[src/include/gpt_pkg.sv]
// Constants for the general-purpose up/down timer with capture.
// Assumes an APB master on pclk at 100 MHz and pins synchronised in rtl.
package gpt_pkg;
  localparam logic [31:0] ADDR_LOAD = 32'h4000_0800;
  localparam logic [31:0] ADDR_VALUE = 32'h4000_0804;
  localparam logic [31:0] ADDR_CTRL = 32'h4000_0808;
  localparam logic [31:0] ADDR_CLEAR = 32'h4000_080c;
  localparam logic [31:0] ADDR_CAPT = 32'h4000_0810;
  localparam logic [31:0] ADDR_STATUS = 32'h4000_081c;
  localparam logic [31:0] ADDR_IRQ_EN = 32'h4000_0820;
  localparam logic [15:0] CTRL_RESET = 16'h000a;
  localparam logic [15:0] CTRL_MASK = 16'h1fff;
  localparam int CTRL_PRE_LSB = 0;
  localparam int CTRL_UP = 2;
  localparam int CTRL_PERIODIC = 3;
  localparam int CTRL_ENABLE = 4;
  localparam int CTRL_CLK_LSB = 5;
  localparam int CTRL_RELOAD = 7;
  localparam int CTRL_EVT_LSB = 8;
  localparam int CTRL_CAP_EN = 12;
  localparam int CLR_TIMEOUT = 0;
  localparam int CLR_CAPTURE = 1;
  localparam int STA_TIMEOUT = 0;
  localparam int STA_CAPTURE = 1;
  localparam int STA_BUSY = 6;
  localparam int STA_CLR_SYNC = 7;
  localparam logic [1:0] SRC_PCLK = 2'h0;
  localparam logic [1:0] SRC_HCLK = 2'h1;
  localparam logic [1:0] SRC_LOW_FREQ = 2'h2;
  localparam logic [1:0] SRC_HFSRC = 2'h3;
  // Prescaler terminal counts, divisor minus one
  localparam logic [14:0] DIV1_LAST = 15'h0000;
  localparam logic [14:0] DIV4_LAST = 15'h0003;
  localparam logic [14:0] DIV16_LAST = 15'h000f;
  localparam logic [14:0] DIV256_LAST = 15'h00ff;
  localparam logic [14:0] DIV32K_LAST = 15'h7fff;
  localparam logic [15:0] COUNT_RESET = 16'h0000;
  localparam logic [15:0] COUNT_ZERO = 16'h0000;
  localparam logic [15:0] COUNT_FULL = 16'hffff;
  localparam logic [15:0] LOAD_RESET = 16'h0000;
  localparam logic [1:0] IRQ_EN_RESET = 2'h0;
  // Control and clear crossing time into the timer side
  localparam int CLK_PERIOD_PS = 10000;
  localparam int SYNC_NS = 20;
  localparam int SYNC_CYC_I = (SYNC_NS * 1000 + CLK_PERIOD_PS - 1) / CLK_PERIOD_PS;
  localparam logic [1:0] SYNC_LAST = 2'(SYNC_CYC_I - 1);
endpackage : gpt_pkg

[src/include/gpt_tick_if.sv]
// Carrier between the timer core and its prescaler.
// Assumes both ends run on pclk.
`timescale 1ns/1ps
interface gpt_tick_if;
  logic [1:0] clk_sel;
  logic [1:0] pre;
  logic run;
  logic tick;
  modport src (input clk_sel, input pre, input run, output tick);
  modport sink (output clk_sel, output pre, output run, input tick);
endinterface : gpt_tick_if

[src/rtl/gpt_prescaler.sv]
// Clock source select and prescaler, giving one count enable pulse.
// Assumes oscillator inputs are slow against pclk; edges are sampled.
`timescale 1ns/1ps
module gpt_prescaler (
  input wire logic pclk,
  input wire logic presetn,
  input wire logic low_freq_oscillator,
  input wire logic hfsrc_clk,
  gpt_tick_if.src tk
);
  logic [2:0] lf_ff, nxt_lf;
  logic [2:0] hf_ff, nxt_hf;
  logic [14:0] pcnt_ff, nxt_pcnt;
  logic src_en;
  logic [14:0] last;

  // Terminal count from code and source
  function automatic logic [14:0] div_last(input logic [1:0] pre, input logic [1:0] sel);
    case (pre)
      2'h0: div_last = (sel == gpt_pkg::SRC_PCLK || sel == gpt_pkg::SRC_HCLK) ?
                       gpt_pkg::DIV4_LAST : gpt_pkg::DIV1_LAST;
      2'h1: div_last = gpt_pkg::DIV16_LAST;
      2'h2: div_last = gpt_pkg::DIV256_LAST;
      default: div_last = gpt_pkg::DIV32K_LAST;
    endcase
  endfunction : div_last

  // Two stage sync, third stage only for the edge
  always_comb begin
    nxt_lf = {lf_ff[1:0], low_freq_oscillator};
    nxt_hf = {hf_ff[1:0], hfsrc_clk};
    last = div_last(tk.pre, tk.clk_sel);
    // Bus clocks run at pclk rate here, so they enable every cycle
    case (tk.clk_sel)
      gpt_pkg::SRC_PCLK: src_en = 1'b1;
      gpt_pkg::SRC_HCLK: src_en = 1'b1;
      gpt_pkg::SRC_LOW_FREQ: src_en = lf_ff[1] & ~lf_ff[2];
      default: src_en = hf_ff[1] & ~hf_ff[2];
    endcase
    tk.tick = tk.run & src_en & (pcnt_ff >= last);
    if (!tk.run) begin
      nxt_pcnt = 15'h0000;
    end else if (tk.tick) begin
      nxt_pcnt = 15'h0000;
    end else if (src_en) begin
      nxt_pcnt = pcnt_ff + 15'h0001;
    end else begin
      nxt_pcnt = pcnt_ff;
    end
  end

  always_ff @(posedge pclk or negedge presetn) begin
    if (!presetn) begin
      lf_ff <= 3'h0;
      hf_ff <= 3'h0;
      pcnt_ff <= 15'h0000;
    end else begin
      lf_ff <= nxt_lf;
      hf_ff <= nxt_hf;
      pcnt_ff <= nxt_pcnt;
    end
  end
endmodule : gpt_prescaler

[src/rtl/gpt_timer.sv]
// Up/down timer with capture, status and interrupt, on an APB slave.
// Assumes pclk at 100 MHz, synchronous APB master, async event pins.
//
// The implementer's own choice: the APB interface to the registers.
`timescale 1ns/1ps
module gpt_timer (
  input wire logic pclk,
  input wire logic presetn,
  input wire logic psel,
  input wire logic penable,
  input wire logic pwrite,
  input wire logic [31:0] paddr,
  input wire logic [31:0] pwdata,
  output logic [31:0] prdata,
  output logic pready,
  output logic pslverr,
  input wire logic low_freq_oscillator,
  input wire logic hfsrc_clk,
  input wire logic [15:0] event_in,
  output logic timer_irq
);
  typedef enum logic {GPT_XS_IDLE, GPT_XS_BUSY} gpt_xs_e;

  gpt_tick_if tk ();

  gpt_prescaler u_pre (
    .pclk(pclk),
    .presetn(presetn),
    .low_freq_oscillator(low_freq_oscillator),
    .hfsrc_clk(hfsrc_clk),
    .tk(tk)
  );

  // Bus side registers
  logic [15:0] load_ff, nxt_load;
  logic [15:0] ctrl_ff, nxt_ctrl;
  logic [1:0] irq_en_ff, nxt_irq_en;
  logic [31:0] prdata_ff, nxt_prdata;
  // Crossing state
  gpt_xs_e xs_ff, nxt_xs;
  logic [1:0] xcnt_ff, nxt_xcnt;
  logic [15:0] act_ff, nxt_act;
  logic clr_pend_ff, nxt_clr_pend;
  logic [1:0] ccnt_ff, nxt_ccnt;
  // Timer side
  logic [15:0] count_ff, nxt_count;
  logic run_d_ff, nxt_run_d;
  logic tmo_ff, nxt_tmo;
  logic cap_pend_ff, nxt_cap_pend;
  logic [15:0] cap_ff, nxt_cap;
  logic [15:0] ev_s1_ff, ev_s2_ff, ev_d_ff;

  logic wr_en, rd_setup, hit;
  logic ctrl_wr, clr_tmo_wr, clr_cap_wr;
  logic clr_fire, act_apply, start, tmo_evt, cap_evt;
  logic act_en, act_up, act_per;
  logic [15:0] restart_val;
  logic [15:0] status;

  // Address decode shared by read and write paths
  function automatic logic addr_hit(input logic [31:0] a);
    case (a)
      gpt_pkg::ADDR_LOAD, gpt_pkg::ADDR_VALUE, gpt_pkg::ADDR_CTRL,
      gpt_pkg::ADDR_CLEAR, gpt_pkg::ADDR_CAPT, gpt_pkg::ADDR_STATUS,
      gpt_pkg::ADDR_IRQ_EN: addr_hit = 1'b1;
      default: addr_hit = 1'b0;
    endcase
  endfunction : addr_hit

  // Zero wait state slave; unmapped addresses answer with an error
  assign hit = addr_hit(paddr);
  assign pready = 1'b1;
  assign pslverr = psel & penable & ~hit;
  assign prdata = prdata_ff;
  assign wr_en = psel & penable & pwrite & hit;
  assign rd_setup = psel & ~penable & ~pwrite;
  assign ctrl_wr = wr_en && paddr == gpt_pkg::ADDR_CTRL;
  assign clr_tmo_wr = wr_en && paddr == gpt_pkg::ADDR_CLEAR &&
                      pwdata[gpt_pkg::CLR_TIMEOUT];
  assign clr_cap_wr = wr_en && paddr == gpt_pkg::ADDR_CLEAR &&
                      pwdata[gpt_pkg::CLR_CAPTURE];

  // Timer side view of the control fields
  assign act_en = act_ff[gpt_pkg::CTRL_ENABLE];
  assign act_up = act_ff[gpt_pkg::CTRL_UP];
  assign act_per = act_ff[gpt_pkg::CTRL_PERIODIC];
  assign tk.run = act_en;
  assign tk.pre = act_ff[gpt_pkg::CTRL_PRE_LSB +: 2];
  assign tk.clk_sel = act_ff[gpt_pkg::CTRL_CLK_LSB +: 2];

  // Status word as software sees it
  always_comb begin
    status = 16'h0000;
    status[gpt_pkg::STA_TIMEOUT] = tmo_ff;
    status[gpt_pkg::STA_CAPTURE] = cap_pend_ff;
    status[gpt_pkg::STA_BUSY] = (xs_ff == GPT_XS_BUSY);
    status[gpt_pkg::STA_CLR_SYNC] = clr_pend_ff;
  end

  assign timer_irq = |(status[1:0] & irq_en_ff);

  // Bus registers; read data is sampled in setup so it is stable in access
  always_comb begin
    nxt_load = load_ff;
    nxt_ctrl = ctrl_ff;
    nxt_irq_en = irq_en_ff;
    nxt_prdata = prdata_ff;
    if (wr_en && paddr == gpt_pkg::ADDR_LOAD) begin
      nxt_load = pwdata[15:0];
    end
    if (ctrl_wr) begin
      nxt_ctrl = pwdata[15:0] & gpt_pkg::CTRL_MASK;
    end
    if (wr_en && paddr == gpt_pkg::ADDR_IRQ_EN) begin
      nxt_irq_en = pwdata[1:0];
    end
    if (rd_setup) begin
      case (paddr)
        gpt_pkg::ADDR_LOAD: nxt_prdata = {16'h0000, load_ff};
        gpt_pkg::ADDR_VALUE: nxt_prdata = {16'h0000, count_ff};
        gpt_pkg::ADDR_CTRL: nxt_prdata = {16'h0000, ctrl_ff};
        gpt_pkg::ADDR_CAPT: nxt_prdata = {16'h0000, cap_ff};
        gpt_pkg::ADDR_STATUS: nxt_prdata = {16'h0000, status};
        gpt_pkg::ADDR_IRQ_EN: nxt_prdata = {30'h0, irq_en_ff};
        default: nxt_prdata = 32'h0000_0000;
      endcase
    end
  end

  always_ff @(posedge pclk or negedge presetn) begin
    if (!presetn) begin
      load_ff <= gpt_pkg::LOAD_RESET;
      ctrl_ff <= gpt_pkg::CTRL_RESET;
      irq_en_ff <= gpt_pkg::IRQ_EN_RESET;
      prdata_ff <= 32'h0000_0000;
    end else begin
      load_ff <= nxt_load;
      ctrl_ff <= nxt_ctrl;
      irq_en_ff <= nxt_irq_en;
      prdata_ff <= nxt_prdata;
    end
  end

  // Control and timeout-clear crossings; a new control write restarts the wait
  always_comb begin
    nxt_xs = xs_ff;
    nxt_xcnt = xcnt_ff;
    nxt_act = act_ff;
    act_apply = 1'b0;
    case (xs_ff)
      GPT_XS_IDLE: begin
        if (ctrl_wr) begin
          nxt_xs = GPT_XS_BUSY;
          nxt_xcnt = gpt_pkg::SYNC_LAST;
        end
      end
      GPT_XS_BUSY: begin
        if (ctrl_wr) begin
          nxt_xcnt = gpt_pkg::SYNC_LAST;
        end else if (xcnt_ff == 2'h0) begin
          nxt_xs = GPT_XS_IDLE;
          act_apply = 1'b1;
          nxt_act = ctrl_ff;
        end else begin
          nxt_xcnt = xcnt_ff - 2'h1;
        end
      end
      default: nxt_xs = GPT_XS_IDLE;
    endcase
    clr_fire = clr_pend_ff && ccnt_ff == 2'h0 && !clr_tmo_wr;
    nxt_clr_pend = clr_pend_ff;
    nxt_ccnt = ccnt_ff;
    if (clr_tmo_wr) begin
      nxt_clr_pend = 1'b1;
      nxt_ccnt = gpt_pkg::SYNC_LAST;
    end else if (clr_fire) begin
      nxt_clr_pend = 1'b0;
    end else if (clr_pend_ff) begin
      nxt_ccnt = ccnt_ff - 2'h1;
    end
  end

  always_ff @(posedge pclk or negedge presetn) begin
    if (!presetn) begin
      xs_ff <= GPT_XS_IDLE;
      xcnt_ff <= 2'h0;
      act_ff <= gpt_pkg::CTRL_RESET;
      clr_pend_ff <= 1'b0;
      ccnt_ff <= 2'h0;
    end else begin
      xs_ff <= nxt_xs;
      xcnt_ff <= nxt_xcnt;
      act_ff <= nxt_act;
      clr_pend_ff <= nxt_clr_pend;
      ccnt_ff <= nxt_ccnt;
    end
  end

  // Counter, timeout and capture
  always_comb begin
    nxt_run_d = act_en;
    start = act_en & ~run_d_ff;
    if (act_per) begin
      restart_val = load_ff;
    end else begin
      restart_val = act_up ? gpt_pkg::COUNT_ZERO : gpt_pkg::COUNT_FULL;
    end
    tmo_evt = 1'b0;
    if (!act_en) begin
      nxt_count = gpt_pkg::COUNT_RESET;
    end else if (start) begin
      nxt_count = restart_val;
    end else if (clr_fire && act_per && act_ff[gpt_pkg::CTRL_RELOAD]) begin
      nxt_count = load_ff;
    end else if (tk.tick) begin
      if (act_up ? count_ff == gpt_pkg::COUNT_FULL : count_ff == gpt_pkg::COUNT_ZERO) begin
        tmo_evt = 1'b1;
        nxt_count = restart_val;
      end else if (act_up) begin
        nxt_count = count_ff + 16'h0001;
      end else begin
        nxt_count = count_ff - 16'h0001;
      end
    end else begin
      nxt_count = count_ff;
    end
    // A timeout in the cycle of the clear still sets the flag
    if (tmo_evt) begin
      nxt_tmo = 1'b1;
    end else if (clr_fire) begin
      nxt_tmo = 1'b0;
    end else begin
      nxt_tmo = tmo_ff;
    end
    cap_evt = act_ff[gpt_pkg::CTRL_CAP_EN] &
              ev_s2_ff[act_ff[gpt_pkg::CTRL_EVT_LSB +: 4]] &
              ~ev_d_ff[act_ff[gpt_pkg::CTRL_EVT_LSB +: 4]];
    nxt_cap = cap_ff;
    nxt_cap_pend = cap_pend_ff;
    // Pending value is locked; a clear in the same cycle frees it
    if (cap_evt && (!cap_pend_ff || clr_cap_wr)) begin
      nxt_cap = count_ff;
      nxt_cap_pend = 1'b1;
    end else if (clr_cap_wr) begin
      nxt_cap_pend = 1'b0;
    end
  end

  always_ff @(posedge pclk or negedge presetn) begin
    if (!presetn) begin
      count_ff <= gpt_pkg::COUNT_RESET;
      run_d_ff <= 1'b0;
      tmo_ff <= 1'b0;
      cap_pend_ff <= 1'b0;
      cap_ff <= 16'h0000;
      ev_s1_ff <= 16'h0000;
      ev_s2_ff <= 16'h0000;
      ev_d_ff <= 16'h0000;
    end else begin
      count_ff <= nxt_count;
      run_d_ff <= nxt_run_d;
      tmo_ff <= nxt_tmo;
      cap_pend_ff <= nxt_cap_pend;
      cap_ff <= nxt_cap;
      ev_s1_ff <= event_in;
      ev_s2_ff <= ev_s1_ff;
      ev_d_ff <= ev_s2_ff;
    end
  end
endmodule : gpt_timer

[config.mk]
export PLATFORM = sky130hd
export DESIGN_NAME = gpt_timer
export DESIGN_NICKNAME = d
export VERILOG_FILES = /design/src/include/gpt_pkg.sv /design/src/include/gpt_tick_if.sv /design/src/rtl/gpt_prescaler.sv /design/src/rtl/gpt_timer.sv
export SDC_FILE = /design/constraint.sdc
export NUM_CORES = 1
export LEC_CHECK = 0
export BUFFER_PORTS_ARGS = -buffer_cell sky130_fd_sc_hd__buf_4
export CAP_MARGIN = 30
export CORE_UTILIZATION = 58
export DETAILED_ROUTE_END_ITERATION = 12
export HOLD_SLACK_MARGIN = 0.06
export PLACE_DENSITY = 0.81
export SETUP_SLACK_MARGIN = 0.3
export SLEW_MARGIN = 20
export SYNTH_ARGS = -nofsm -noshare
export SYNTH_HDL_FRONTEND = slang
export SYNTH_SLANG_ARGS = --single-unit
[constraint.sdc]
create_clock -name pclk -period 4 [get_ports pclk]
set_input_delay 1.2 -clock pclk [delete_from_list [all_inputs] [get_ports pclk]]
set_output_delay 1.2 -clock pclk [all_outputs]
set_load 0.01 [all_outputs]
==> results of run 1 <==
==> registers in the layout, indices dropped and copies added (netlist names), 13 cells and up <==
register / flops
cap_ff: 16
count_ff: 16
ev_d_ff: 16
ev_s1_ff: 16
ev_s2_ff: 16
load_ff: 16
prdata: 16
u_pre.pcnt_ff: 15
act_ff: 13
ctrl_ff: 13
==> worst max-delay path, stage by stage <==
cell     delay, ns
buf_4         0.11
nor4_2        0.29
nand4_1       0.17
or2_2         0.34
nor2_2        0.13
nor2_1        0.05
buf_4         0.13
==> how the worst max path moves through the flow <==
stage,startpoint,end,slack [ns],cells past startpoint
6_report,paddr[21],pslverr,0.36,7
5_1_grt,paddr[21],pslverr,0.30,7
4_1_cts,paddr[21],pslverr,0.31,7
3_5_place_dp,paddr[21],pslverr,0.22,7
3_3_place_gp,paddr[21],pslverr,0.23,7
2_1_floorplan,paddr[9],pslverr,0.62,5
==> metal layers <==
metal / part of all wire [%] / routed length (um)
met1: 41 / 8500
met2: 47 / 9620
met3: 8.3 / 1710
met4: 3.4 / 705
met5: 0 / 0
==> stage by stage <==
stage | hold slack (ns) | worst slack, ns | area (sq um) | cells
floorplan | 0.331 | 0.623 | 8490 | 833
global placement | 0.331 | 0.225 | 9270 | 1072
detailed placement | 0.335 | 0.219 | 9270 | 1072
CTS | 0.351 | 0.314 | 9890 | 1106
global route | 0.354 | 0.303 | 9920 | 1109
finish | 0.349 | 0.365 | 9920 | 1109
==> cell type report <==
class	count	area share [%]
clock inverters	13	1.46
inverters	28	1.06
flip-flops and latches	170	42.9
repair buffers	112	8.64
multi-input cells	587	39.1
clock buffers	19	4.56
well taps	180	2.27
==> cell usage in the layout (no fill, tap or decap), types with 16 or more instances in the layout <==
cell / count
a21oi_1: 28
a22oi_1: 16
a31oi_1: 17
buf_4: 110
clkbuf_16: 17
conb_1: 17
dfrtp_1: 166
ha_1: 36
inv_1: 28
mux2_1: 34
nand2_1: 112
nand3_1: 23
nor2_1: 63
o21ai_0: 23
o21ai_1: 24
==> power by group through the flow <==
| stage | Clock, mW | Sequential [mW] | Combinational [mW] |
|---|---|---|---|
| CTS | 1.64 | 1.78 | 0.174 |
| global route | 1.71 | 1.78 | 0.192 |
| finish | 1.63 | 1.78 | 0.171 |
| floorplan | 0 | 1.81 | 0.0497 |
| detailed placement | 0 | 1.81 | 0.172 |
| global placement | 0 | 1.81 | 0.169 |
==> kinds of logic (layout without fill, tap and decap cells) <==
kind of cell | Yosys count | in the layout
and+or+nand+nor | 268 | 268
AOI/OAI and AO/OA | 191 | 191
DFF | 170 | 170
buffers and inverters | 76 | 172
muxes | 48 | 48
adders and majority gates | 37 | 37
xor gates and xnor gates | 26 | 26
other | 2 | 17
==> what timing repair did <==
| action | in CTS | in global routing |
|---|---|---|
| setup buffers | 2 | 3 |
| setup endpoints to repair | 1 | 11 |
| hold endpoints to repair | 0 | 0 |
| pin swaps | 1 | 3 |
| resized for setup | 2 | 2 |
==> results.yml, run 1 <==
worst_hold_path:
  min_from: "ev_s1_ff[2]"
  worstHoldEndpoint: "ev_s2_ff[2]"
  hold_path_class: "flop to flop"
  hold_depth: 0
power:
  peakVddDrop_v: 0.000375
  power_frac_clock_pct: 45.5
  netSwitchingPower_mw: 0.870
  p_seq_share_pct: 49.7
  sw_frac_of_total_pct: 24.3
  intPower_mw: 2.71
  powerDensity_mw_per_mm2: 361
  leakagePower_nw: 4.91
  fin_total_pwr_mw: 3.58
  power_frac_comb_pct: 4.8
timing:
  fmax_ghz: 0.275
  finalCritPeriodShare_pct: 90.9
  fin_worst_skew_ns: 0.0134
  fin_crit_ns: 3.64
  fin_tns_setup_ns: 0
  hold_viol: 0
  finalSetupViolCount: 0
  max_slew_margin_pct: 41.7
  rsz0062_at_grt: "false"
  tightest_slew_ns: 0.875
  drv_slew: 0
logic_synthesis:
  synth_seq_cells: 170
  synth_top_family_by_area: "compound AO/OA/AOI/OAI gates"
  synth_top_area_share_pct: 49.3
  synth_xor_area_share_pct: 2.70
  synth.area.top_cells: "dfrtp_1 49%, ha_1 5.3%, nand2_1 5.0%"
  ys_top_cells_by_count: "166 x dfrtp_1, 112 x nand2_1, 64 x nor2_1"
  ys_async_sr_fraction_pct: 100
  yosysWarningCount: 0
  syn_area_per_cell_sq_um: 10.3
  ys_seq_area_share_pct: 50.5
  synth_cells: 818
  synth-simple-area-share_pct: 14.7
  synth_cell_type_count: 70
  syn_area_sq_mm: 0.00843
  synth-edff-count: 0
  synth_compound_area_share_pct: 15.5
  yosys.area.top_type: "dfrtp_1"
  synthAdderAreaFrac_pct: 5.58
  synth.most_common_cell: "dfrtp_1"
  synthMuxAreaShare_pct: 6.51
  ys.flop_type: "dfrtp_1"
global_routing:
  use_met1_pct: 38.5
  overflow: 0
  grt_usage_pct: 29.1
  grt_pass1_wl_um: 32700
  top_usage_layer: "met2"
  antenna_found_initial: 0
  grt_pass1_vias: 6486
  grt_max_degree: 88
  grtUsageMet3_pct: 6.18
  use_met2_pct: 46.0
clock_network:
  cts_tree: "yes"
  clk_root_buffer_cell: "clkbuf_16"
  hold_buffers: 0
  cts_buffer_depth: 2
  clkLatencyLatePin_ns: 0.44
  cts_made_buffers: 17
  clk_pin_slew_worst_paths_ns: 0.07
  htree_levels: 4
  numClockSinks: 170
worst_setup_path:
  reg2reg_depth: 16
  reg2reg_slack_ns: 0.60
  cp_max_fo: 2
  critical_path_required_ns: 2.80
  arrival_ns: 2.44
  timing.rr.start: "act_ff[1]"
  path_class: "input port to primary output"
  cp-end-kind: "primary output"
  r2r-end: "count_ff[2]"
  startpoint_type: "input port"
drt:
  initialDrtViolationCount: 550
  via_per_inst: 6.07
  vias: 6733
  routedWlPerCell_um: 18.5
  antenna_left: 0
  drc: 0
  wl_um: 20500
  dr.pass1.iters: 7
floorplanning:
  placementRows: 43
  io_pins: 122
  die_y_um: 123
  start_util_pct: 60.0
  fp.dieW_um: 123
  die_area_sq_mm: 0.0150
  core_sq_mm: 0.0140
place:
  portBuffers: 88
  gp_congestion: 0.988
  dp_hpwl_um: 14300
finish:
  layout.nets: 1040
  regArea_sq_mm: 0.00426
  drive_gt1_share_pct: 19.3
  diodes: 0
  fin_util_pct: 70.7
  fillers: 1052
  area_growth_pct: 17.7
  multiInputGateArea_sq_mm: 0.00388
run:
  max-cap-violations: 0
status:
  status: "finished, final reports clean"
Power figures use the tool's default switching activity.
==> run 2: changes to the inputs <==
ABC_AREA = 1   (was not set)
PLACE_DENSITY = 0.8   (was 0.81)
SKIP_CTS_REPAIR_TIMING = 1   (was not set)
==> run 2 against run 1 <==
Compared with the run above: worst hold slack worse by 0.00096 ns; sequential power about the same; worst setup slack improved by 0.016 ns; synthesized cell count grew 42%; fmax rose by 0.43%; clock-buffer cell count up 1; critical path depth is 5 higher; power up 2.1%.
==> results.yml, run 2 <==
timing:
  finalSetupViolCount: 0
  fin_tns_setup_ns: 0
  fin_crit_ns: 3.62
  fin_worst_skew_ns: 0.0127
  setup_ws_ns: 0.380
  max_slew_margin_pct: 40.6
  drv_slew: 0
  hold_viol: 0
  finalCritPeriodShare_pct: 90.5
  tightest_slew_ns: 0.889
  hold_ws_ns: 0.348
  rsz0062_at_grt: "false"
  fmax_ghz: 0.276
power:
  fin_total_pwr_mw: 3.66
  p_seq_share_pct: 48.0
  peakVddDrop_v: 0.000319
  powerDensity_mw_per_mm2: 341
  power_frac_comb_pct: 3.8
  sw_frac_of_total_pct: 22.3
  leakagePower_nw: 5.42
  netSwitchingPower_mw: 0.817
  intPower_mw: 2.84
  power_frac_clock_pct: 48.2
logic_synthesis:
  synth_cell_type_count: 48
  syn_area_sq_mm: 0.00928
  ys_seq_area_share_pct: 45.9
  ys_top_cells_by_count: "299 x nand2_1, 166 x dfrtp_1, 121 x inv_1"
  yosysWarningCount: 0
  yosys.area.top_type: "dfrtp_1"
  synth-edff-count: 0
  ys.flop_type: "dfrtp_1"
  synth.most_common_cell: "nand2_1"
  synth_top_area_share_pct: 44.7
  syn_area_per_cell_sq_um: 8.00
  ys_async_sr_fraction_pct: 100
  synth_cells: 1160
  synth.area.top_cells: "dfrtp_1 45%, nand2_1 12%, o21ai_0 6.2%"
  synth_seq_cells: 170
clock_network:
  cts_made_buffers: 17
  clkLatencyLatePin_ns: 0.44
  cts_buffer_depth: 2
  htree_levels: 4
  clk_root_buffer_cell: "clkbuf_16"
  clk_pin_slew_worst_paths_ns: 0.06
  numClockSinks: 170
  cts_tree: "yes"
worst_setup_path:
  critical_path_required_ns: 2.80
  cp_num_buf_inv: 3
  worst_path_max_delay_cell: "nor2_2"
  cp_common_cell: "nand2_1"
  cp_cell_sequence: "buf_4, inv_1, nand2_1, nor2_2, nand2_1, nor2_4, nand2_1, nand2_1, nor2_1, nand2_2, nor2_1, buf_4"
  arrival_ns: 2.42
  path_class: "input port to primary output"
  critPathTopFamily: "simple AND/OR/NAND/NOR gates"
  cp_max_fo: 5
  max_stage_delay_ns: 0.18
  cp-end-kind: "primary output"
  startpoint_type: "input port"
place:
  place_area_sq_mm: 0.0101
  dp.cells: 1434
  preCtsSetupSlack_ns: 0.338
  dp_hpwl_um: 16500
  gp_congestion: 0.901
  portBuffers: 88
finish:
  mostFrequentLayoutCells: "299 x nand2_1, 166 x dfrtp_1, 121 x inv_1, 115 x o21ai_0, 100 x buf_4"
  final_cells: 1466
  layout_commonest_cell: "nand2_1"
  fin_area_sq_mm: 0.0107
  area_growth_pct: 15.7
  fillers: 1253
  layout.nets: 1366
  regArea_sq_mm: 0.00426
  drive_gt1_share_pct: 14.6
  diodes: 0
  multiInputGateArea_sq_mm: 0.00431
  fin_util_pct: 69.6
global_routing:
  grt_max_degree: 81
  grt_pass1_vias: 8089
  overflow: 0
  antenna_found_initial: 0
  grt_pass1_wl_um: 39300
  grt_usage_pct: 30.6
drt:
  routedWlPerCell_um: 16.2
  dr.pass1.iters: 5
  initialDrtViolationCount: 744
  wl_um: 23800
  via_per_inst: 5.71
  antenna_left: 0
  vias: 8374
  drc: 0
worst_hold_path:
  hold_path_class: "flop to flop"
floorplanning:
  start_util_pct: 60.2
  die_area_sq_mm: 0.0165
  fp.dieW_um: 129
  core_sq_mm: 0.0154
  die_y_um: 129
  placementRows: 45
  io_pins: 122
run:
  max-cap-violations: 0
status:
  status: "finished, final reports clean"
-- run 2: layout make-up --
| class | count | share of cell area, % |
|---|---|---|
| Multi-Input combinational cell | 821 | 40.2 |
| Clock buffer | 20 | 4.25 |
| Sequential cell | 170 | 39.7 |
| Clock inverter | 12 | 1.62 |
| Tap cell | 211 | 2.46 |
| Inverter | 130 | 4.57 |
| Timing Repair Buffer | 102 | 7.28 |
-- run 2: power groups by stage --
stage               combinational [mW]  sequential, mW  clock (mW)
finish                           0.139            1.76        1.76
detailed placement               0.140            1.79           0
global placement                 0.138            1.79           0
CTS                              0.141            1.76        1.77
global route                     0.158            1.76        1.85
floorplan                       0.0491            1.79           0
-- run 2: metal layers --
metal  up-vias  wire length, um  track usage [%]
met1      3958            10100             40.1
met3        53             1780             5.36
met5         -                0                0
li1       3963                -                -
met2       400            11200             50.5
met4         0              703             12.8
-- run 2: logic make-up after synthesis --
group | synth area share (%)
xor+xnor | 1.79
simple gates | 24.6
fa+ha+maj | 5.07
flops | 45.9
other cells | 0.0809
mux | 0.728
compound gates | 13.3
buf+inv | 8.51
-- run 2: final timing paths --
check,from,endpoint,slack (ns),cells past startpoint
setup / recovery,paddr[25],pslverr,0.38,12
hold / removal,ev_s1_ff[15],ev_s2_ff[15],0.35,0
setup reg to reg,act_ff[1],count_ff[0],0.91,15
hold reg to reg,ev_s1_ff[15],ev_s2_ff[15],0.35,0
max in group asynchronous,presetn,ev_s2_ff[15],2.30,2
min in group asynchronous,presetn,u_pre.lf_ff[0],0.79,1
